### config.mk
export PLATFORM = sky130hd
export DESIGN_NAME = vsfc_top
export DESIGN_NICKNAME = d
export VERILOG_FILES = /design/src/verilog/vsfc_pkg.sv /design/src/verilog/vsfc_top.sv /design/src/verilog/vsfc_sync.sv
export SDC_FILE = /design/constraint.sdc
export NUM_CORES = 1
export LEC_CHECK = 0
export ABC_AREA = 1
export BUFFER_PORTS_ARGS = -buffer_cell sky130_fd_sc_hd__buf_2
export CAP_MARGIN = 5
export CELL_PAD_IN_SITES_DETAIL_PLACEMENT = 0
export CELL_PAD_IN_SITES_GLOBAL_PLACEMENT = 1
export CORE_ASPECT_RATIO = 1.2
export CORE_MARGIN = 2
export CORE_UTILIZATION = 46
export DETAILED_ROUTE_END_ITERATION = 7
export PLACE_DENSITY = 0.94
export SETUP_SLACK_MARGIN = 0.5
export SLEW_MARGIN = 10
export SYNTH_ARGS = -nofsm -noshare
export SYNTH_HDL_FRONTEND = slang
export SYNTH_SLANG_ARGS = --single-unit
export TNS_END_PERCENT = 10
### constraint.sdc
create_clock -name sys_clk_i -period 13.9 [get_ports sys_clk_i]
set_input_delay 2.085 -clock sys_clk_i [delete_from_list [all_inputs] [get_ports sys_clk_i]]
set_output_delay 2.085 -clock sys_clk_i [all_outputs]
set_load 0.1 [all_outputs]
### src/verilog/vsfc_pkg.sv
// Purpose: shared constants and types of the valley switching controller
// Assumes: 50 MHz system clock
// Notes:   times are kept in their own unit, cycle counts derive from them
package vsfc_pkg;

  // ****************************************************************
  // clock and timing
  // ****************************************************************
  localparam int CLK_MHZ         = 50;
  localparam int T_EVAL_US       = 48000;  // load evaluation period
  localparam int T_SOFTSTART_US  = 12000;  // whole soft start
  localparam int SS_STEPS        = 4;
  localparam int T_RING_LONG_NS  = 2500;   // suppression, aux below select level
  localparam int T_RING_SHORT_NS = 1000;   // suppression, aux above select level
  localparam int T_MAX_OFF_NS    = 50000;  // longest off time
  localparam int T_OVP_BLANK_NS  = 1000;   // overvoltage blanking
  // least times round up, longest times round down
  localparam int EVAL_CYC     = T_EVAL_US * CLK_MHZ;
  localparam int SS_STEP_CYC  = (T_SOFTSTART_US / SS_STEPS) * CLK_MHZ;
  localparam int RING_L_CYC   = (T_RING_LONG_NS * CLK_MHZ + 999) / 1000;
  localparam int RING_S_CYC   = (T_RING_SHORT_NS * CLK_MHZ + 999) / 1000;
  localparam int MAX_OFF_CYC  = (T_MAX_OFF_NS * CLK_MHZ) / 1000;
  localparam int OVP_BLK_CYC  = (T_OVP_BLANK_NS * CLK_MHZ + 999) / 1000;

  // ****************************************************************
  // current limit levels during soft start, in millivolts
  // ****************************************************************
  localparam logic [9:0] CS_FIRST_MV = 10'd320;
  localparam logic [9:0] CS_FINAL_MV = 10'd1000;
  localparam logic [9:0] CS_STEP_MV  = 10'd226;
  localparam logic [1:0] SS_LAST     = 2'h3;

  // ****************************************************************
  // counters
  // ****************************************************************
  localparam logic [2:0] LOAD_MIN   = 3'h1;
  localparam logic [2:0] LOAD_MAX   = 3'h7;
  localparam logic [2:0] VALLEY_MAX = 3'h7;

  // ****************************************************************
  // wishbone register map and fields
  // ****************************************************************
  localparam logic [3:0] ADR_CTRL   = 4'h0;
  localparam logic [3:0] ADR_STATUS = 4'h4;
  localparam int         CTRL_EN    = 0;
  localparam logic       CTRL_EN_RST = 1'b1;
  localparam int ST_LOAD_LSB   = 0;
  localparam int ST_VALLEY_LSB = 4;
  localparam int ST_STATE_LSB  = 8;
  localparam int ST_SS_LSB     = 12;
  localparam int ST_SSDONE     = 14;
  localparam int ST_LATCHED    = 15;

  // switching state, gray along ready, on, ring, hunt, latched
  typedef enum logic [2:0] {
    ST_IDLE  = 3'b000,
    ST_ON    = 3'b001,
    ST_RING  = 3'b011,
    ST_HUNT  = 3'b010,
    ST_LATCH = 3'b110
  } vsfc_state_e;

endpackage

### src/verilog/vsfc_top.sv
// Purpose: valley switching and frequency reduction control
// Assumes: comparator results arrive as digital levels
// Notes:   wishbone classic slave, 32 bit data, one word per register
// How it works
// - supply on: stop charging, start soft start
// - soft start 12ms, four steps, 0.32V to 1V
// - counters turn on, current comparator turns off
// - load counter selects the turn-on valley
// - load counter updates once per 48ms period
// - feedback always below low zone: increment
// - above low zone only: hold value
// - above high zone only: decrement
// - above fast reset level: force to one
// - load counter stays within one to seven
// - load counter starts at one
// - zone thresholds shift with line voltage
// - valley counter stays within zero to seven
// - each falling aux crossing while off counts one valley
// - valley counter clears when gate rises
// - overvoltage while off latches off after blanking
// - ringing suppression, long or short by aux
// - after suppression, valleys reaching load turn on
// - maximum off time forces turn on
`timescale 1ns/1ns
module vsfc_top
  import vsfc_pkg::*;
#(
  parameter int EVAL_CYCLES = EVAL_CYC,
  parameter int SS_CYCLES   = SS_STEP_CYC
) (
  input  wire logic        sys_clk_i,
  input  wire logic        arst_n_i,
  input  wire logic        wb_cyc_i,
  input  wire logic        wb_stb_i,
  input  wire logic        wb_we_i,
  input  wire logic [3:0]  wb_adr_i,
  input  wire logic [3:0]  wb_sel_i,
  input  wire logic [31:0] wb_dat_i,
  output logic      [31:0] wb_dat_o,
  output logic             wb_ack_o,
  input  wire logic        supply_on_i,
  input  wire logic        fb_above_low_i,
  input  wire logic        fb_above_high_i,
  input  wire logic        fb_above_reset_i,
  input  wire logic        valley_sense_input_i,
  input  wire logic        ovp_above_i,
  input  wire logic        ring_sel_above_i,
  input  wire logic        cs_trip_i,
  input  wire logic        line_high_i,
  output logic             gate_drive_output_o,
  output logic             startup_charge_o,
  output logic [9:0]       cs_limit_mv_o,
  output logic             zone_shift_o,
  output logic             latched_off_o
);

  // ****************************************************************
  // parameter checks
  // ****************************************************************
  if (EVAL_CYCLES < 4 || EVAL_CYCLES >= (1 << 24))
    $error("evaluation period out of range");
  if (SS_CYCLES < 2 || SS_CYCLES >= (1 << 24))
    $error("soft start step out of range");

  function automatic logic [2:0] sat_inc(input logic [2:0] v, input logic [2:0] lim);
    sat_inc = (v >= lim) ? lim : v + 3'h1;
  endfunction

  // ****************************************************************
  // reset release and input synchronisers
  // ****************************************************************
  logic [1:0] rst_sh_ff;
  logic       rst_n;
  always_ff @(posedge sys_clk_i or negedge arst_n_i) begin
    if (!arst_n_i) rst_sh_ff <= 2'h0;
    else           rst_sh_ff <= {rst_sh_ff[0], 1'b1};
  end
  assign rst_n = rst_sh_ff[1];

  logic [8:0] raw_in;
  logic [8:0] syn;
  assign raw_in = {line_high_i, cs_trip_i, ring_sel_above_i, ovp_above_i,
                   valley_sense_input_i, fb_above_reset_i, fb_above_high_i,
                   fb_above_low_i, supply_on_i};
  // every comparator is synchronised before use
  vsfc_sync #(.WIDTH(9)) u_sync (
    .clk_i   (sys_clk_i),
    .rst_n_i (rst_n),
    .d_i     (raw_in),
    .q_o     (syn)
  );
  wire s_supply = syn[0];
  wire s_low    = syn[1];
  wire s_high   = syn[2];
  wire s_frst   = syn[3];
  wire s_zc     = syn[4];
  wire s_ovp    = syn[5];
  wire s_rsel   = syn[6];
  wire s_trip   = syn[7];
  wire s_line   = syn[8];

  // ****************************************************************
  // register interface
  // ****************************************************************
  logic        ctrl_en_ff;
  vsfc_state_e state_ff, nxt_state;
  logic [2:0]  load_ff, valley_ff;
  logic [1:0]  ss_step_ff;
  logic        ss_done_ff;
  wire         wb_req  = wb_cyc_i & wb_stb_i & ~wb_ack_o;
  wire         wr_ctrl = wb_req & wb_we_i & wb_sel_i[0] & (wb_adr_i == ADR_CTRL);
  logic [31:0] rd_data;
  always_comb begin
    rd_data = 32'h0;
    if (wb_adr_i == ADR_CTRL) rd_data[CTRL_EN] = ctrl_en_ff;
    if (wb_adr_i == ADR_STATUS) begin
      rd_data[ST_LOAD_LSB +: 3]   = load_ff;
      rd_data[ST_VALLEY_LSB +: 3] = valley_ff;
      rd_data[ST_STATE_LSB +: 3]  = state_ff;
      rd_data[ST_SS_LSB +: 2]     = ss_step_ff;
      rd_data[ST_SSDONE]          = ss_done_ff;
      rd_data[ST_LATCHED]         = (state_ff == ST_LATCH);
    end
  end
  // one cycle ack, unmapped addresses read zero
  always_ff @(posedge sys_clk_i or negedge rst_n) begin
    if (!rst_n) begin
      wb_ack_o   <= 1'b0;
      wb_dat_o   <= 32'h0;
      ctrl_en_ff <= CTRL_EN_RST;
    end else begin
      wb_ack_o <= wb_req;
      wb_dat_o <= wb_req ? rd_data : 32'h0;
      if (wr_ctrl) ctrl_en_ff <= wb_dat_i[CTRL_EN];
    end
  end

  // ****************************************************************
  // soft start: four timed current limit steps
  // ****************************************************************
  logic [23:0] ss_cnt_ff;
  wire         running = (state_ff != ST_IDLE) && (state_ff != ST_LATCH);
  wire         ss_tick = running & ~ss_done_ff & (ss_cnt_ff == 24'(SS_CYCLES - 1));
  always_ff @(posedge sys_clk_i or negedge rst_n) begin
    if (!rst_n) begin
      ss_cnt_ff  <= 24'h0;
      ss_step_ff <= 2'h0;
      ss_done_ff <= 1'b0;
    end else if (!running) begin
      ss_cnt_ff  <= 24'h0;
      ss_step_ff <= 2'h0;
      ss_done_ff <= 1'b0;
    end else if (!ss_done_ff) begin
      ss_cnt_ff <= ss_tick ? 24'h0 : ss_cnt_ff + 24'h1;
      if (ss_tick && ss_step_ff == SS_LAST) ss_done_ff <= 1'b1;
      else if (ss_tick) ss_step_ff <= ss_step_ff + 2'h1;
    end
  end
  wire [9:0] ss_level = ss_done_ff ? CS_FINAL_MV :
                        ((ss_step_ff == SS_LAST) ? CS_FINAL_MV :
                         CS_FIRST_MV + 10'(ss_step_ff * CS_STEP_MV));

  // ****************************************************************
  // evaluation period and sticky zone flags
  // ****************************************************************
  logic [23:0] ev_cnt_ff;
  logic        f_low_ff, f_high_ff, f_rst_ff;
  wire         ev_tick = running & (ev_cnt_ff == 24'(EVAL_CYCLES - 1));
  always_ff @(posedge sys_clk_i or negedge rst_n) begin
    if (!rst_n) begin
      ev_cnt_ff <= 24'h0;
      f_low_ff  <= 1'b0;
      f_high_ff <= 1'b0;
      f_rst_ff  <= 1'b0;
    end else begin
      ev_cnt_ff <= (ev_tick | ~running) ? 24'h0 : ev_cnt_ff + 24'h1;
      // a new period restarts from the present input, so no crossing is lost
      f_low_ff  <= (ev_tick ? 1'b0 : f_low_ff)  | (running & s_low);
      f_high_ff <= (ev_tick ? 1'b0 : f_high_ff) | (running & s_high);
      f_rst_ff  <= (ev_tick ? 1'b0 : f_rst_ff)  | (running & s_frst);
    end
  end

  // ****************************************************************
  // load counter
  // ****************************************************************
  logic [2:0] nxt_load;
  always_comb begin
    nxt_load = load_ff;
    if (!running) nxt_load = LOAD_MIN;
    else if (ev_tick) begin
      if (f_rst_ff) nxt_load = LOAD_MIN;
      else if (f_high_ff)
        nxt_load = (load_ff <= LOAD_MIN) ? LOAD_MIN : load_ff - 3'h1;
      else if (!f_low_ff) nxt_load = sat_inc(load_ff, LOAD_MAX);
    end                                                      // hold otherwise
  end
  always_ff @(posedge sys_clk_i or negedge rst_n) begin
    if (!rst_n) load_ff <= LOAD_MIN;
    else        load_ff <= nxt_load;
  end

  // ****************************************************************
  // valley counter and off-time timers
  // ****************************************************************
  logic        zc_prev_ff;
  logic [11:0] off_cnt_ff, ring_cnt_ff, ovp_cnt_ff;
  logic        gate_ff;
  wire         off_phase = (state_ff == ST_RING) || (state_ff == ST_HUNT);
  wire         zc_fall   = zc_prev_ff & ~s_zc & off_phase;
  wire         ring_done = (ring_cnt_ff == 12'h0);
  wire         max_off   = (off_cnt_ff == 12'(MAX_OFF_CYC));
  wire         ovp_trip  = (ovp_cnt_ff == 12'(OVP_BLK_CYC));
  wire         turn_on   = (state_ff == ST_HUNT) & ((valley_ff >= load_ff) | max_off);
  always_ff @(posedge sys_clk_i or negedge rst_n) begin
    if (!rst_n) begin
      zc_prev_ff  <= 1'b0;
      valley_ff   <= 3'h0;
      off_cnt_ff  <= 12'h0;
      ring_cnt_ff <= 12'h0;
      ovp_cnt_ff  <= 12'h0;
    end else begin
      zc_prev_ff <= s_zc;
      if (nxt_state == ST_ON) valley_ff <= 3'h0;
      else if (zc_fall) valley_ff <= sat_inc(valley_ff, VALLEY_MAX);
      off_cnt_ff <= (off_phase && !max_off) ? off_cnt_ff + 12'h1 :
                    (off_phase ? off_cnt_ff : 12'h0);
      if (state_ff == ST_ON && s_trip)
        ring_cnt_ff <= s_rsel ? 12'(RING_S_CYC - 1) : 12'(RING_L_CYC - 1);
      else if (!ring_done) ring_cnt_ff <= ring_cnt_ff - 12'h1;
      ovp_cnt_ff <= (off_phase && s_ovp && !ovp_trip) ? ovp_cnt_ff + 12'h1 :
                    ((off_phase && s_ovp) ? ovp_cnt_ff : 12'h0);
    end
  end

  // ****************************************************************
  // switching state machine
  // ****************************************************************
  always_comb begin
    nxt_state = state_ff;
    case (state_ff)
      ST_IDLE:  if (s_supply && ctrl_en_ff) nxt_state = ST_ON;
      ST_ON:    if (s_trip) nxt_state = ST_RING;
      ST_RING:  if (ovp_trip) nxt_state = ST_LATCH;
                else if (ring_done) nxt_state = ST_HUNT;
      ST_HUNT:  if (ovp_trip) nxt_state = ST_LATCH;
                else if (turn_on) nxt_state = ST_ON;
      ST_LATCH: nxt_state = ST_LATCH;
      default:  nxt_state = ST_IDLE;
    endcase
    if (state_ff != ST_LATCH && !ctrl_en_ff) nxt_state = ST_IDLE;
  end

  // outputs straight from flops
  always_ff @(posedge sys_clk_i or negedge rst_n) begin
    if (!rst_n) begin
      state_ff            <= ST_IDLE;
      gate_ff             <= 1'b0;
      startup_charge_o    <= 1'b1;
      cs_limit_mv_o       <= CS_FIRST_MV;
      zone_shift_o        <= 1'b0;
      latched_off_o       <= 1'b0;
    end else begin
      state_ff         <= nxt_state;
      gate_ff          <= (nxt_state == ST_ON);
      startup_charge_o <= (nxt_state == ST_IDLE);
      cs_limit_mv_o    <= ss_level;
      zone_shift_o     <= s_line;
      latched_off_o    <= (nxt_state == ST_LATCH);
    end
  end
  assign gate_drive_output_o = gate_ff;
endmodule // vsfc_top

### src/verilog/vsfc_sync.sv
// Purpose: two flop synchroniser for a group of comparator levels
// Assumes: inputs are levels, each bit crosses on its own
// Notes:   the first stage is read only by the second stage
`timescale 1ns/1ns
module vsfc_sync #(
  parameter int WIDTH = 1
) (
  input  wire logic             clk_i,
  input  wire logic             rst_n_i,
  input  wire logic [WIDTH-1:0] d_i,
  output logic      [WIDTH-1:0] q_o
);

  logic [WIDTH-1:0] meta_ff;

  // ****************************************************************
  // two stage capture
  // ****************************************************************
  always_ff @(posedge clk_i or negedge rst_n_i) begin
    if (!rst_n_i) begin
      meta_ff <= '0;
      q_o     <= '0;
    end else begin
      meta_ff <= d_i;
      q_o     <= meta_ff;
    end
  end

endmodule // vsfc_sync

* Word-level counts from Yosys, hierarchy flattened
Cells that the tools add are included.
** Word-level totals
- Input port bits :: 54
- Output and inout port bits :: 47
- Flip-flop bits (word level) :: 152
- Word-level logic and storage cells :: 151
** Cells by class
- Muxes and demuxes :: 47
- Multiply operators :: 1
- Reduce and logical (&&, ||, !) cells :: 20
- Eq/ne operators :: 21
- Add/sub/neg operators :: 10
- $lt $le $gt $ge :: 4
- Bitwise logic cells :: 23
** Operators by type and width (count)
- $mux W24 :: 4
- $mux W12 :: 6
- $mux W3 :: 20
- $add A24 B1 Y24 const B :: 2
- $add A12 B1 Y12 const B :: 2
- $eq A24 B18 Y1 const B :: 1
- $eq A24 B22 Y1 const B :: 1
- $mux W10 :: 2
- $mux W16 :: 1
- $pmux W3 S5 :: 1
- $and A1 B1 Y1 :: 14
- $eq A12 B12 Y1 const B :: 1
- $eq A12 B6 Y1 const B :: 1
- $logic_not A12 Y1 :: 1
- $sub A12 B1 Y12 const B :: 1
- $add A9 B10 Y10 const A :: 1
- $mul A2 B7 Y9 const B :: 1
- $logic_and A1 B1 Y1 :: 8
- $mux W2 :: 4
- $ne A2 B1 Y1 const B :: 4
- $mux W1 :: 7
- $mux W7 :: 1
- $add A3 B1 Y3 const B :: 2
- $eq A3 B1 Y1 const B :: 2
- 23 further kinds :: 38

* Logic depth before layout (Yosys ltp)
Gate-level depths: netlist of the first run.
- Depth after elaboration :: 9
- Depth in mapped cells :: 12
- Gate-level depth less buffers :: 12

* Hierarchy
A second synthesis of the first run with hierarchy kept.
** Unflattened totals
- Cell total of the unflattened synthesis :: 882
- Area, all modules :: 7357.1 µm²
** By module, submodules not included
- vsfc_top :: area an instance 6906.6 µm², seq. area each 3209.3 µm², instances 1, cells each 864
- vsfc_sync :: area an instance 450.4 µm², seq. area each 450.4 µm², instances 1, cells each 18

* Worst setup path after synthesis of the first run
OpenSTA, ideal clock, no wires.
- Kind :: reg2out
- Start point :: reg cs_limit_mv_o[7]
- End point :: out cs_limit_mv_o[7]
- Stages on the path, launching flop included :: 2
- Arrival :: 1324 ps
- Buffers on the path :: 1
- Slack :: 10491 ps
- Required time :: 11815 ps
- Path through :: dfrtp_1 -> buf_4
** RTL lines
- from (decl) :: line vsfc_top.sv:52 : output logic [9:0] cs_limit_mv_o,
- from (signal assigned) :: line vsfc_top.sv:267 : cs_limit_mv_o <= ss_level;
No word-level cell between the ends.

* Worst setup path in the final report of the first run
- Start point :: reg cs_limit_mv_o[8]
- End point :: out cs_limit_mv_o[8]
No word-level cell between the ends.

==> key figures, run 1 <==
Run status
  – Outcome: completed

Critical path
  – Crit Path Max Fanout: 1
  – Required @ worst endpoint: roughly 12000 ps
  – Arrival time worst endpoint: roughly 1400 ps
  – Combined buffer and inverter count along the critical path: 1
  – End of the critical path: cs_limit_mv_o[8]
  – Cell-by-cell trace of the critical path: buf_2
  – Worst reg-to-reg path cell count: 10
  – Startpoint of the lowest-slack register-to-register path: ev_cnt_ff[0]$_DFF_PN0_
  – Critical Path Sink Type: output port
  – Slowest cell delay on critical path: 520 ps
  – Critical path's slowest cell: sky130_fd_sc_hd__dfstp_2
  – Start point of the critical path: cs_limit_mv_o[8]$_DFF_PN1_
  – CP Launch Type: flop
  – Cell class contributing the biggest share of worst-path delay: flip-flops
  – Register-to-register setup slack: 11550 ps
  – Worst r2r dst: ev_cnt_ff[13]$_DFF_PN0_
  – Category of the most critical setup path: flop to output port
  – Stages on the worst setup path: 1

Min path
  – Type of the most critical hold path: flop to async pin

Yosys
  – Post-synth top flop: sky130_fd_sc_hd__dfrtp_1
  – Post-synthesis area per instance: approximately 8.2 µm²
  – Netlist area before placement: roughly 7300 µm²
  – Count of state elements after synthesis: about 150
  – Post-Synthesis Cells: 891
  – Parity-gate share of the synthesized area counting xor and xnor cells: under 10%
  – Multiplexer fraction of the synthesized cell area: 0%
  – Async set-reset flop share out of synthesis: 100%
  – Number of distinct library cells after synthesis: 50
  – Share of synthesized cell area in full adder, half adder and majority cells: 3.25%
  – Number of warning messages in the yosys log: 0
  – Area fraction in compound gates after synthesis: under 10%
  – Main combinational cell family by area after synthesis: simple AND/OR/NAND/NOR gates
  – Number of enable-type register cells in the synthesized netlist: 0
  – Share of synthesized cell area in and, or, nand and nor gates: 28.9%
  – Fraction of the yosys area taken by sequential cells: between 50% and 60%

Clock tree
  – Clk Tree Root Cell: sky130_fd_sc_hd__clkbuf_16
  – Clock Sinks: roughly 150
  – Post-CTS Repair Setup Buffers: 0
  – Level count of the clock H-tree: 4
  – CTS Buffer Depth: 2
  – # hold bufs at CTS: 0
  – Number of clock buffers inserted by TritonCTS: 17
  – Clock tree from TritonCTS: built
  – Clock transition at path regs: around 60 ps
  – Post-cts repair resize count: 0
  – Worst-skew pair later-pin latency: around 430 ps

Routing
  – Count of antenna-violating nets left after detailed routing: 0
  – Routed length per placed instance: 12.8 µm
  – Wire length reported by the detailed router: between 10000 and 15000 µm
  – Via density per instance: around 5.0
  – Routed via count: 5836
  – DRC: 0
  – Number of DRC markers after the initial detailed-route iteration: slightly below 400
  – Drt pass-1 iters: 4

Floorplanning
  – Placeable core region: around 16000 µm²
  – Area enclosed by the die boundary: 16900 µm²
  – Initial cell density of the core: roughly 47%
  – Number of standard-cell rows in the floorplan: 50
  – Number of top-level design ports: slightly above 100
  – Horizontal die dimension: 119 µm
  – Die Span Y: about 140 µm

Global route
  – GRT overflow: 0
  – Pin count of the biggest net entering global routing: 60
  – Initial antenna violation count: 0
  – First-pass GRT wire length: roughly 26000 µm
  – Vias in the first global route: between 5000 and 6000
  – Overall global routing resource usage: 19.0%

Cells and area
  – Fraction of layout cells with a size suffix above 1: 11.6%
  – Number of filler cells placed in the layout: 1471
  – Area growth from synthesis to layout: 13.7%
  – NumNets Final: 1020
  – Fraction of the core area covered by cells at the end of the flow: 53.4%
  – Ant diodes: 0
  – Highest-count cells in the layout ignoring fill and taps: sky130_fd_sc_hd__nand2_1 (172), sky130_fd_sc_hd__nor2_1 (140), sky130_fd_sc_hd__dfrtp_1 (140)
  – Most common library cell in the layout ignoring fill and taps: sky130_fd_sc_hd__nand2_1

Power and ir drop
  – Power Density: 172 nW/µm²
  – VDD IR max: 0.000169 V
  – Leakage power: about 4 nW
  – Total power: between 1 and 1.5 mW

Timing
  – Total negative slack: 0 ps
  – Largest clock skew in the final design: 8.07 ps
  – Relative max-transition margin: between 40% and 50%
  – Setup repair after global routing missed its margin: false
  – Worst slew pin tran: about 770 ps
  – Pins Over Slew Limit: 0
  – Setup Viol. Count Final: 0
  – Achievable clock frequency: slightly below 300 MHz
  – Final Hold Vio Count: 0
  – Period utilization: between 20% and 30%
  – Minimum clock period: ~3400 ps

Job
  – Number of max-cap violations: 0

Placement
  – Count of buffers from port buffering: 45
  – Placed wire-length estimate after detailed placement: about 11000 µm
  – Last weighted congestion value of the routability-driven placer: around 0.83
-- power by group --
| part | switching, mW | total (mW) | leakage, nW | internal (mW) |
|---|---|---|---|---|
| registers | 0.0465 | 0.531 | 1.91 | 0.484 |
| clock network | 0.172 | 0.492 | 0.311 | 0.320 |
| logic | 0.307 | 0.407 | 1.82 | 0.0997 |
-- logic make-up after synthesis --
| group | after synthesis |
|---|---|
| AND/OR/NAND/NOR | 469 |
| buffers and inverters | 156 |
| flip-flops | 146 |
| AO/OA/AOI/OAI | 85 |
| adder cells (fa/ha/maj) | 19 |
| XOR/XNOR | 14 |
| other | 2 |
-- synth_stat cells (2+ instances only) --
master | number | area [µm²]
sky130_fd_sc_hd__nand2_1 | 172 | 646
sky130_fd_sc_hd__dfrtp_1 | 141 | 3530
sky130_fd_sc_hd__nor2_1 | 140 | 526
sky130_fd_sc_hd__inv_1 | 117 | 439
sky130_fd_sc_hd__nand3_1 | 55 | 275
sky130_fd_sc_hd__nor3_1 | 43 | 215
sky130_fd_sc_hd__a21oi_1 | 31 | 155
sky130_fd_sc_hd__o21ai_0 | 31 | 155
sky130_fd_sc_hd__buf_4 | 24 | 180
sky130_fd_sc_hd__ha_1 | 19 | 238
sky130_fd_sc_hd__nand4_1 | 18 | 113
sky130_fd_sc_hd__xor2_1 | 10 | 87.6
sky130_fd_sc_hd__nor4_1 | 8 | 50.1
sky130_fd_sc_hd__inv_2 | 7 | 26.3
sky130_fd_sc_hd__nor3b_1 | 7 | 52.6
sky130_fd_sc_hd__dfstp_2 | 5 | 131
sky130_fd_sc_hd__o21ai_1 | 5 | 25.0
sky130_fd_sc_hd__nor2_2 | 4 | 25.0
sky130_fd_sc_hd__o211ai_1 | 4 | 30.0
sky130_fd_sc_hd__xnor2_1 | 4 | 35.0
sky130_fd_sc_hd__clkbuf_1 | 3 | 11.3
sky130_fd_sc_hd__nand3b_1 | 3 | 22.5
sky130_fd_sc_hd__or2_2 | 3 | 18.8
sky130_fd_sc_hd__a22oi_1 | 2 | 15.0
sky130_fd_sc_hd__a31oi_1 | 2 | 12.5
sky130_fd_sc_hd__and3_1 | 2 | 12.5
sky130_fd_sc_hd__buf_6 | 2 | 22.5
sky130_fd_sc_hd__conb_1 | 2 | 7.51
sky130_fd_sc_hd__nand2_2 | 2 | 12.5
sky130_fd_sc_hd__nand2_4 | 2 | 22.5
sky130_fd_sc_hd__nor3_2 | 2 | 20.0
sky130_fd_sc_hd__nor3_4 | 2 | 32.5
sky130_fd_sc_hd__o21a_1 | 2 | 15.0
-- metrics by stage --
stage               setup slack (ps)  cell area, µm²  hold slack, ps  std cells
detailed placement             10410            7680             305       1136
global placement               10450            7680             304       1136
CTS                            10430            8320             311       1168
floorplan                       9540            7390             331        911
finish                         10450            8320             289       1168
global route                   10420            8320             345       1168
-- how the worst min path moves through the flow --
stage / end / slack, ps / cells past startpoint
floorplan: rst_sh_ff[1]$_DFF_PN0_ / 330 / 0
global placement: u_sync.q_o[1]$_DFF_PN0_ / 300 / 0
detailed placement: zone_shift_o$_DFF_PN0_ / 300 / 0
CTS: zone_shift_o$_DFF_PN0_ / 310 / 0
global route: zone_shift_o$_DFF_PN0_ / 340 / 0
finish: zone_shift_o$_DFF_PN0_ / 290 / 0
-- flip-flops by register name (all words and copies together), names as in the netlist, 3 cells and up --
name	flops
u_sync.q_o	9
ss_cnt_ff	24
off_cnt_ff	12
cs_limit_mv_o	7
ev_cnt_ff	24
ring_cnt_ff	12
valley_ff	3
load_ff	3
state_ff	3
u_sync.meta_ff	9
wb_dat_o	13
ovp_cnt_ff	12
-- metal layers --
layer	vias up	global-route usage, %	routed length, µm	share of wire (%)
li1	2929	-	-	-
met1	2774	24.8	6840	46
met2	118	31.3	7240	48
met3	15	4.09	656	4.4
met4	0	6.64	257	1.7
met5	-	0	0	0
-- layout make-up --
type | count | area (µm²) | area share (%)
multi-input cells | 609 | 3040 | 36.5
clock buffers | 24 | 492 | 5.91
well taps | 208 | 260 | 3.13
inverters | 126 | 475 | 5.71
repair buffers | 47 | 240 | 2.89
clock inverters | 8 | 150 | 1.80
flip-flops and latches | 146 | 3660 | 44.0
No activity file was read; power rests on OpenSTA's default activity.
==> inputs of run 2 (changes only) <==
--- a/config.mk
+++ b/config.mk
@@ -5,16 +5,16 @@
 export SDC_FILE = /design/constraint.sdc
 export NUM_CORES = 1
 export LEC_CHECK = 0
-export ABC_AREA = 1
+export ABC_AREA = 0
 export BUFFER_PORTS_ARGS = -buffer_cell sky130_fd_sc_hd__buf_2
 export CAP_MARGIN = 5
 export CELL_PAD_IN_SITES_DETAIL_PLACEMENT = 0
 export CELL_PAD_IN_SITES_GLOBAL_PLACEMENT = 1
 export CORE_ASPECT_RATIO = 1.2
 export CORE_MARGIN = 2
-export CORE_UTILIZATION = 46
+export CORE_UTILIZATION = 45
 export DETAILED_ROUTE_END_ITERATION = 7
-export PLACE_DENSITY = 0.94
+export PLACE_DENSITY = 0.89
 export SETUP_SLACK_MARGIN = 0.5
 export SLEW_MARGIN = 10
 export SYNTH_ARGS = -nofsm -noshare
==> constraint.sdc (replaced) <==
create_clock -name sys_clk_i -period 3.2 [get_ports sys_clk_i]
set_input_delay 0.48 -clock sys_clk_i [delete_from_list [all_inputs] [get_ports sys_clk_i]]
set_output_delay 0.48 -clock sys_clk_i [all_outputs]
set_load 0.1 [all_outputs]
==> key figures, run 2 <==
Global route
  – First-pass GRT wire length: between 20000 and 25000 µm
  – Initial antenna violation count: 0
  – Overall global routing resource usage: about 17%
  – Vias in the first global route: 4850
  – Pin count of the biggest net entering global routing: between 70 and 80
  – GRT overflow: 0

Placement
  – Placed wire-length estimate after detailed placement: about 9000 µm
  – Count of buffers from port buffering: 45
  – Worst slack at placement: approximately 850 ps
  – Cell Area, Placed: between 7000 and 8000 µm²
  – Last weighted congestion value of the routability-driven placer: between 0.8 and 0.9

Yosys
  – Number of distinct library cells after synthesis: 59
  – Post-synth top flop: sky130_fd_sc_hd__dfrtp_1
  – Number of warning messages in the yosys log: 0
  – Post-synthesis area per instance: 10.4 µm²
  – Async set-reset flop share out of synthesis: 100%
  – Netlist area before placement: 6900 µm²
  – Fraction of the yosys area taken by sequential cells: a little over half
  – Post-Synthesis Cells: approximately 670
  – Cell types with the largest area share after synthesis: sky130_fd_sc_hd__dfrtp_1 (51%), sky130_fd_sc_hd__xor2_1 (5.0%), sky130_fd_sc_hd__nor2_1 (4.7%)
  – Number of enable-type register cells in the synthesized netlist: 0
  – Area share of the leading cell type in the synthesized netlist: between 50% and 60%
  – Library cell with the highest instance count after synthesis: sky130_fd_sc_hd__dfrtp_1
  – Top cells by count, synth: sky130_fd_sc_hd__dfrtp_1 (141), sky130_fd_sc_hd__nor2_1 (87), sky130_fd_sc_hd__nand2_1 (43)
  – Largest area contributor in the synthesized netlist: sky130_fd_sc_hd__dfrtp_1
  – Count of state elements after synthesis: approximately 150

Clock tree
  – Clk Tree Root Cell: sky130_fd_sc_hd__clkbuf_16
  – Clock tree from TritonCTS: built
  – Clock transition at path regs: about 60 ps
  – Number of clock buffers inserted by TritonCTS: 17
  – Post-cts repair resize count: 0
  – Worst-skew pair later-pin latency: 420 ps
  – Level count of the clock H-tree: 4
  – CTS Buffer Depth: 2
  – Clock Sinks: between 100 and 150

Cells and area
  – Ant diodes: 0
  – Highest-count cells in the layout ignoring fill and taps: sky130_fd_sc_hd__dfrtp_1 (140), sky130_fd_sc_hd__nor2_1 (87), sky130_fd_sc_hd__buf_2 (45)
  – Fraction of layout cells with a size suffix above 1: roughly 15%
  – Registers with the most flip-flops: ev_cnt_ff (24), ss_cnt_ff (24), wb_dat_o (13)
  – Final non-filler cell area: 7900 µm²
  – NumNets Final: a little under 800
  – Number of filler cells placed in the layout: around 1300
  – Most common library cell in the layout ignoring fill and taps: sky130_fd_sc_hd__dfrtp_1
  – Area growth from synthesis to layout: 14.6%

Critical path
  – Critical path's slowest cell: sky130_fd_sc_hd__or4_4
  – Crit Path Max Fanout: 23
  – Cell-by-cell trace of the critical path: xor2_1, nor2_1, buf_4, or4_4, nand2_2, nor2_1
  – Cell type with the highest occurrence count on the critical path: sky130_fd_sc_hd__nor2_1
  – Critical Path Sink Type: flop
  – Category of the most critical setup path: flop to flop
  – Worst reg-to-reg path cell count: 6
  – Arrival time worst endpoint: ~2600 ps
  – CP Launch Type: flop
  – Required @ worst endpoint: around 3500 ps
  – Slowest cell delay on critical path: 580 ps

Routing
  – DRC: 0
  – Number of DRC markers after the initial detailed-route iteration: around 340
  – Routed via count: 4845
  – Via density per instance: 5.19
  – Wire length reported by the detailed router: between 10000 and 15000 µm
  – Count of antenna-violating nets left after detailed routing: 0
  – Routed length per placed instance: about 14 µm
  – Drt pass-1 iters: 7

Min path
  – Cell depth of the worst hold path: 1
  – Type of the most critical hold path: input port to flop

Floorplanning
  – Number of standard-cell rows in the floorplan: just under 50
  – Initial cell density of the core: a little under half
  – Number of top-level design ports: approximately 100
  – Die Span Y: about 140 µm
  – Horizontal die dimension: around 120 µm
  – Placeable core region: around 15000 µm²
  – Area enclosed by the die boundary: between 15000 and 20000 µm²

Timing
  – Setup Viol. Count Final: 0
  – Period utilization: 73.7%
  – Final Hold Vio Count: 0
  – Total negative slack: 0 ps
  – Achievable clock frequency: 424 MHz
  – Minimum clock period: roughly 2400 ps
  – Pins Over Slew Limit: 0
  – Relative max-transition margin: 37.3%
  – Setup repair after global routing missed its margin: false
  – Hold Worst Slack: 163 ps
  – Largest clock skew in the final design: about 14 ps
  – Minimum setup slack in the final design: between 800 and 900 ps
  – Worst slew pin tran: around 940 ps

Run status
  – Outcome: completed

Power and ir drop
  – Leakage power: about 3.5 nW
  – Power Density: about 570 nW/µm²
  – VDD IR max: 0.000263 V

Job
  – Number of max-cap violations: 0
[run 2: cell types whose count changed after synthesis, sizes merged, moves of 9 or more]
cell,before,now
nand2,176,45
nor2,145,88
or3,0,10
nand3,57,30
o21ai,36,21
and3,2,23
inv,125,21
a21oi,31,22
xor2,10,39
clkbuf,3,13
nor3,47,17
xnor2,4,23
[run 2: final cells by class]
cell class              count  area [µm²]  share of cell area, %
repair buffers             55         315                   3.99
flip-flops and latches    146        3660                   46.4
multi-input cells         476        2970                   37.6
clock inverters            12         154                   1.95
well taps                 204         255                   3.23
inverters                  21        78.8                  0.998
clock buffers              20         467                   5.91
[run 2: timing repair]
| item | CTS | global route |
|---|---|---|
| setup endpoints to repair | 0 | 0 |
| hold buffers | 1 | 0 |
| hold endpoints to repair | 2 | 0 |
| buffers inserted | 0 | 0 |
[run 2: kinds of logic after synthesis]
logic type	count (synthesis)	share of synthesized area, %
DFF	146	53.1
xor gates and xnor gates	62	7.87
AOI/OAI and AO/OA	69	6.19
adders and majority gates	19	3.45
buffers and inverters	64	5.08
other	2	0.109
muxes	10	1.49
and+or+nand+nor	294	22.8
[run 2: worst paths after layout]
check	slack, ps	start	end
max	840	state_ff[1]$_DFF_PN0_	ss_cnt_ff[6]$_DFFE_PN0P_
min	160	line_high_i	u_sync.meta_ff[8]$_DFF_PN0_
max reg2reg	840	state_ff[1]$_DFF_PN0_	ss_cnt_ff[6]$_DFFE_PN0P_
min reg2reg	350	u_sync.meta_ff[3]$_DFF_PN0_	u_sync.q_o[3]$_DFF_PN0_
max in group asynchronous	1890	rst_sh_ff[1]$_DFF_PN0_	cs_limit_mv_o[8]$_DFF_PN1_
min in group asynchronous	360	arst_n_i	rst_sh_ff[1]$_DFF_PN0_
[run 2: metrics by stage]
| stage | util, % | instances | power (mW) |
|---|---|---|---|
| after floorplan | - | 686 | 2.41 |
| after global placement | 48.4 | 901 | 2.47 |
| after detailed placement | 48.4 | 901 | 2.49 |
| after CTS | 52.6 | 934 | 4.56 |
| after global routing | 52.6 | 934 | 4.70 |
| final | 52.6 | 934 | 4.51 |
[run 2: report_power, final]
| group | leakage (nW) | internal [mW] | switching, mW |
|---|---|---|---|
| clock network | 0.299 | 1.29 | 0.766 |
| registers | 1.93 | 1.94 | 0.118 |
| logic | 1.30 | 0.139 | 0.256 |
| total | 3.53 | 3.37 | 1.14 |
[run 2: critical path: cells and delay by family (launching register included)]
| family | cells | cell delay (ps) |
|---|---|---|
| xor+xnor | 1 | 380 |
| buf+inv | 1 | 180 |
| flops | 1 | 540 |
| simple gates | 4 | 1130 |
[run 2: per-layer routing]
metal	up-vias	track usage, %	wire (µm)
met5	-	0	0
met4	0	6.44	149
met3	10	3.79	486
met2	111	28.8	6670
met1	2361	22.4	5830
li1	2363	-	-
==> inputs of run 3 (changes only) <==
--- a/config.mk
+++ b/config.mk
@@ -5,16 +5,16 @@
 export SDC_FILE = /design/constraint.sdc
 export NUM_CORES = 1
 export LEC_CHECK = 0
-export ABC_AREA = 0
+export ABC_AREA = 1
 export BUFFER_PORTS_ARGS = -buffer_cell sky130_fd_sc_hd__buf_2
 export CAP_MARGIN = 5
 export CELL_PAD_IN_SITES_DETAIL_PLACEMENT = 0
 export CELL_PAD_IN_SITES_GLOBAL_PLACEMENT = 1
 export CORE_ASPECT_RATIO = 1.2
 export CORE_MARGIN = 2
-export CORE_UTILIZATION = 45
+export CORE_UTILIZATION = 39
 export DETAILED_ROUTE_END_ITERATION = 7
-export PLACE_DENSITY = 0.89
+export PLACE_DENSITY = 0.85
 export SETUP_SLACK_MARGIN = 0.5
 export SLEW_MARGIN = 10
 export SYNTH_ARGS = -nofsm -noshare
==> constraint.sdc (replaced) <==
create_clock -name sys_clk_i -period 2 [get_ports sys_clk_i]
set_input_delay 0.3 -clock sys_clk_i [delete_from_list [all_inputs] [get_ports sys_clk_i]]
set_output_delay 0.3 -clock sys_clk_i [all_outputs]
set_load 0.1 [all_outputs]
==> key figures, run 3 (synthesis gave the netlist of run 1 again) <==
Run status
  – Outcome: completed

Timing
  – Final Hold Vio Count: 0
  – Pins Over Slew Limit: 0
  – Setup Viol. Count Final: 0
  – Worst slew pin tran: 545 ps
  – Achievable clock frequency: between 600 and 700 MHz
  – Period utilization: 82.2%
  – Minimum clock period: between 1500 and 2000 ps
  – Largest clock skew in the final design: between 7 and 8 ps
  – Relative max-transition margin: a little under two thirds
  – Hold Worst Slack: approximately 120 ps
  – Setup repair after global routing missed its margin: true
  – Total negative slack: 0 ps

Cells and area
  – Highest-count cells in the layout ignoring fill and taps: sky130_fd_sc_hd__nand2_1 (154), sky130_fd_sc_hd__dfrtp_1 (135), sky130_fd_sc_hd__nor2_1 (119)
  – Ant diodes: 0
  – Number of standard cells in the final layout excluding fillers: between 1000 and 1500
  – Final non-filler cell area: 9460 µm²
  – Fraction of the core area covered by cells at the end of the flow: about half
  – Most common library cell in the layout ignoring fill and taps: sky130_fd_sc_hd__nand2_1
  – NumNets Final: 1100
  – Area growth from synthesis to layout: 29.3%
  – Registers with the most flip-flops: ev_cnt_ff (24), ss_cnt_ff (24), wb_dat_o (13)
  – Fraction of layout cells with a size suffix above 1: 25.5%

Critical path
  – Start point of the critical path: load_ff[0]$_DFFE_PN1P_
  – Slowest cell delay on critical path: between 500 and 600 ps
  – Worst r2r dst: load_ff[0]$_DFFE_PN1P_
  – Worst reg-to-reg path cell count: 6
  – Arrival time worst endpoint: ~2000 ps
  – Register-to-register setup slack: around 360 ps
  – Critical path's slowest cell: sky130_fd_sc_hd__dfstp_2
  – Crit Path Max Fanout: 4
  – Cell-by-cell trace of the critical path: buf_4, inv_1, o31ai_1, o21ai_0, and3_1, o21ai_1
  – Critical Path Sink Type: flop
  – Startpoint of the lowest-slack register-to-register path: load_ff[0]$_DFFE_PN1P_
  – End of the critical path: load_ff[0]$_DFFE_PN1P_
  – CP Launch Type: flop
  – Category of the most critical setup path: flop to flop
  – Required @ worst endpoint: about 2400 ps

Global route
  – Vias in the first global route: roughly 6000
  – First-pass GRT wire length: about 28000 µm
  – GRT overflow: 0
  – Pin count of the biggest net entering global routing: 37
  – Overall global routing resource usage: roughly 18%
  – Initial antenna violation count: 0

Placement
  – Cell Area, Placed: 7900 µm²
  – Cell total after placement: around 1200
  – Last weighted congestion value of the routability-driven placer: 0.846
  – Count of buffers from port buffering: 45
  – Placed wire-length estimate after detailed placement: approximately 12000 µm

Routing
  – Drt pass-1 iters: 5
  – Wire length reported by the detailed router: about 17000 µm
  – Number of DRC markers after the initial detailed-route iteration: roughly 300
  – Via density per instance: around 4.8
  – Routed length per placed instance: roughly 13 µm
  – Routed via count: approximately 6200
  – DRC: 0
  – Count of antenna-violating nets left after detailed routing: 0

Power and ir drop
  – VDD IR max: roughly 0.0014 V
  – Leakage power: 4.53 nW
  – Power Density: about 1100 nW/µm²

Clock tree
  – Number of clock buffers inserted by TritonCTS: 17
  – Clock transition at path regs: about 60 ps
  – Clk Tree Root Cell: sky130_fd_sc_hd__clkbuf_16
  – Level count of the clock H-tree: 4
  – Worst-skew pair later-pin latency: approximately 420 ps
  – Clock Sinks: 146
  – Clock tree from TritonCTS: built
  – CTS Buffer Depth: 2

Floorplanning
  – Area enclosed by the die boundary: between 15000 and 20000 µm²
  – Placeable core region: roughly 18000 µm²
  – Horizontal die dimension: 129 µm
  – Die Span Y: between 150 and 200 µm
  – Number of standard-cell rows in the floorplan: 54
  – Number of top-level design ports: ~100
  – Initial cell density of the core: between 30% and 40%

Min path
  – Type of the most critical hold path: input port to flop
  – Cell depth of the worst hold path: 3
  – Worst hold path startpoint: wb_stb_i

Job
  – Number of max-cap violations: 0
-- run 3: worst min-delay path by stage --
stage	slack [ps]	endpoint
2_1_floorplan	4	rst_sh_ff[0]$_DFF_PN0_
3_3_place_gp	90	rst_sh_ff[1]$_DFF_PN0_
3_5_place_dp	90	rst_sh_ff[0]$_DFF_PN0_
4_1_cts	100	wb_dat_o[0]$_DFF_PN0_
5_1_grt	110	wb_dat_o[0]$_DFF_PN0_
6_report	120	wb_ack_o$_DFF_PN0_
-- run 3: what timing repair did --
item | 4_1_cts | 5_1_grt
gates resized for setup | 60 | 59
endpoints found under the setup margin | 93 | 109
pin swaps | 24 | 29
cloned | 0 | 1
buffers inserted | 35 | 19
hold endpoints to repair | 11 | 0
hold buffers | 10 | 0
-- run 3: final cells by class --
class                           instances  area (µm²)
Tap cell                              252         315
Clock inverter                         14         154
Multi-Input combinational cell        610        3470
Clock buffer                           18         439
Inverter                              126         483
Timing Repair Buffer                  126         935
Fill cell                            1681        8850
Sequential cell                       146        3670
-- run 3: worst max-delay path, delay by kind of cell, from the launching register on --
family	cells	cell delay, ps
simple gates	1	170
buf+inv	2	200
flops	1	560
compound gates	3	660
-- run 3: where the power goes --
part / switching [mW] / leakage (nW) / total (mW) / internal [mW]
logic: 2.51 / 2.34 / 3.85 / 1.34
clock network: 1.28 / 0.289 / 3.17 / 1.89
registers: 0.367 / 1.90 / 3.74 / 3.37
-- run 3: routing by layer --
layer | GRT usage, % | wire length [µm] | vias to the layer above
li1 | - | - | 3105
met1 | 21.9 | 7450 | 2937
met2 | 30.1 | 8570 | 116
met3 | 4.00 | 646 | 21
met4 | 6.16 | 299 | 0
met5 | 0 | 0 | -
-- run 3: metrics by stage --
| stage | total power [mW] | worst slack [ps] |
|---|---|---|
| 2_1_floorplan | 6.07 | 367 |
| 3_3_place_gp | 6.69 | 178 |
| 3_5_place_dp | 6.74 | 146 |
| 4_1_cts | 10.4 | 391 |
| 5_1_grt | 11.4 | 265 |
| 6_report | 10.8 | 356 |
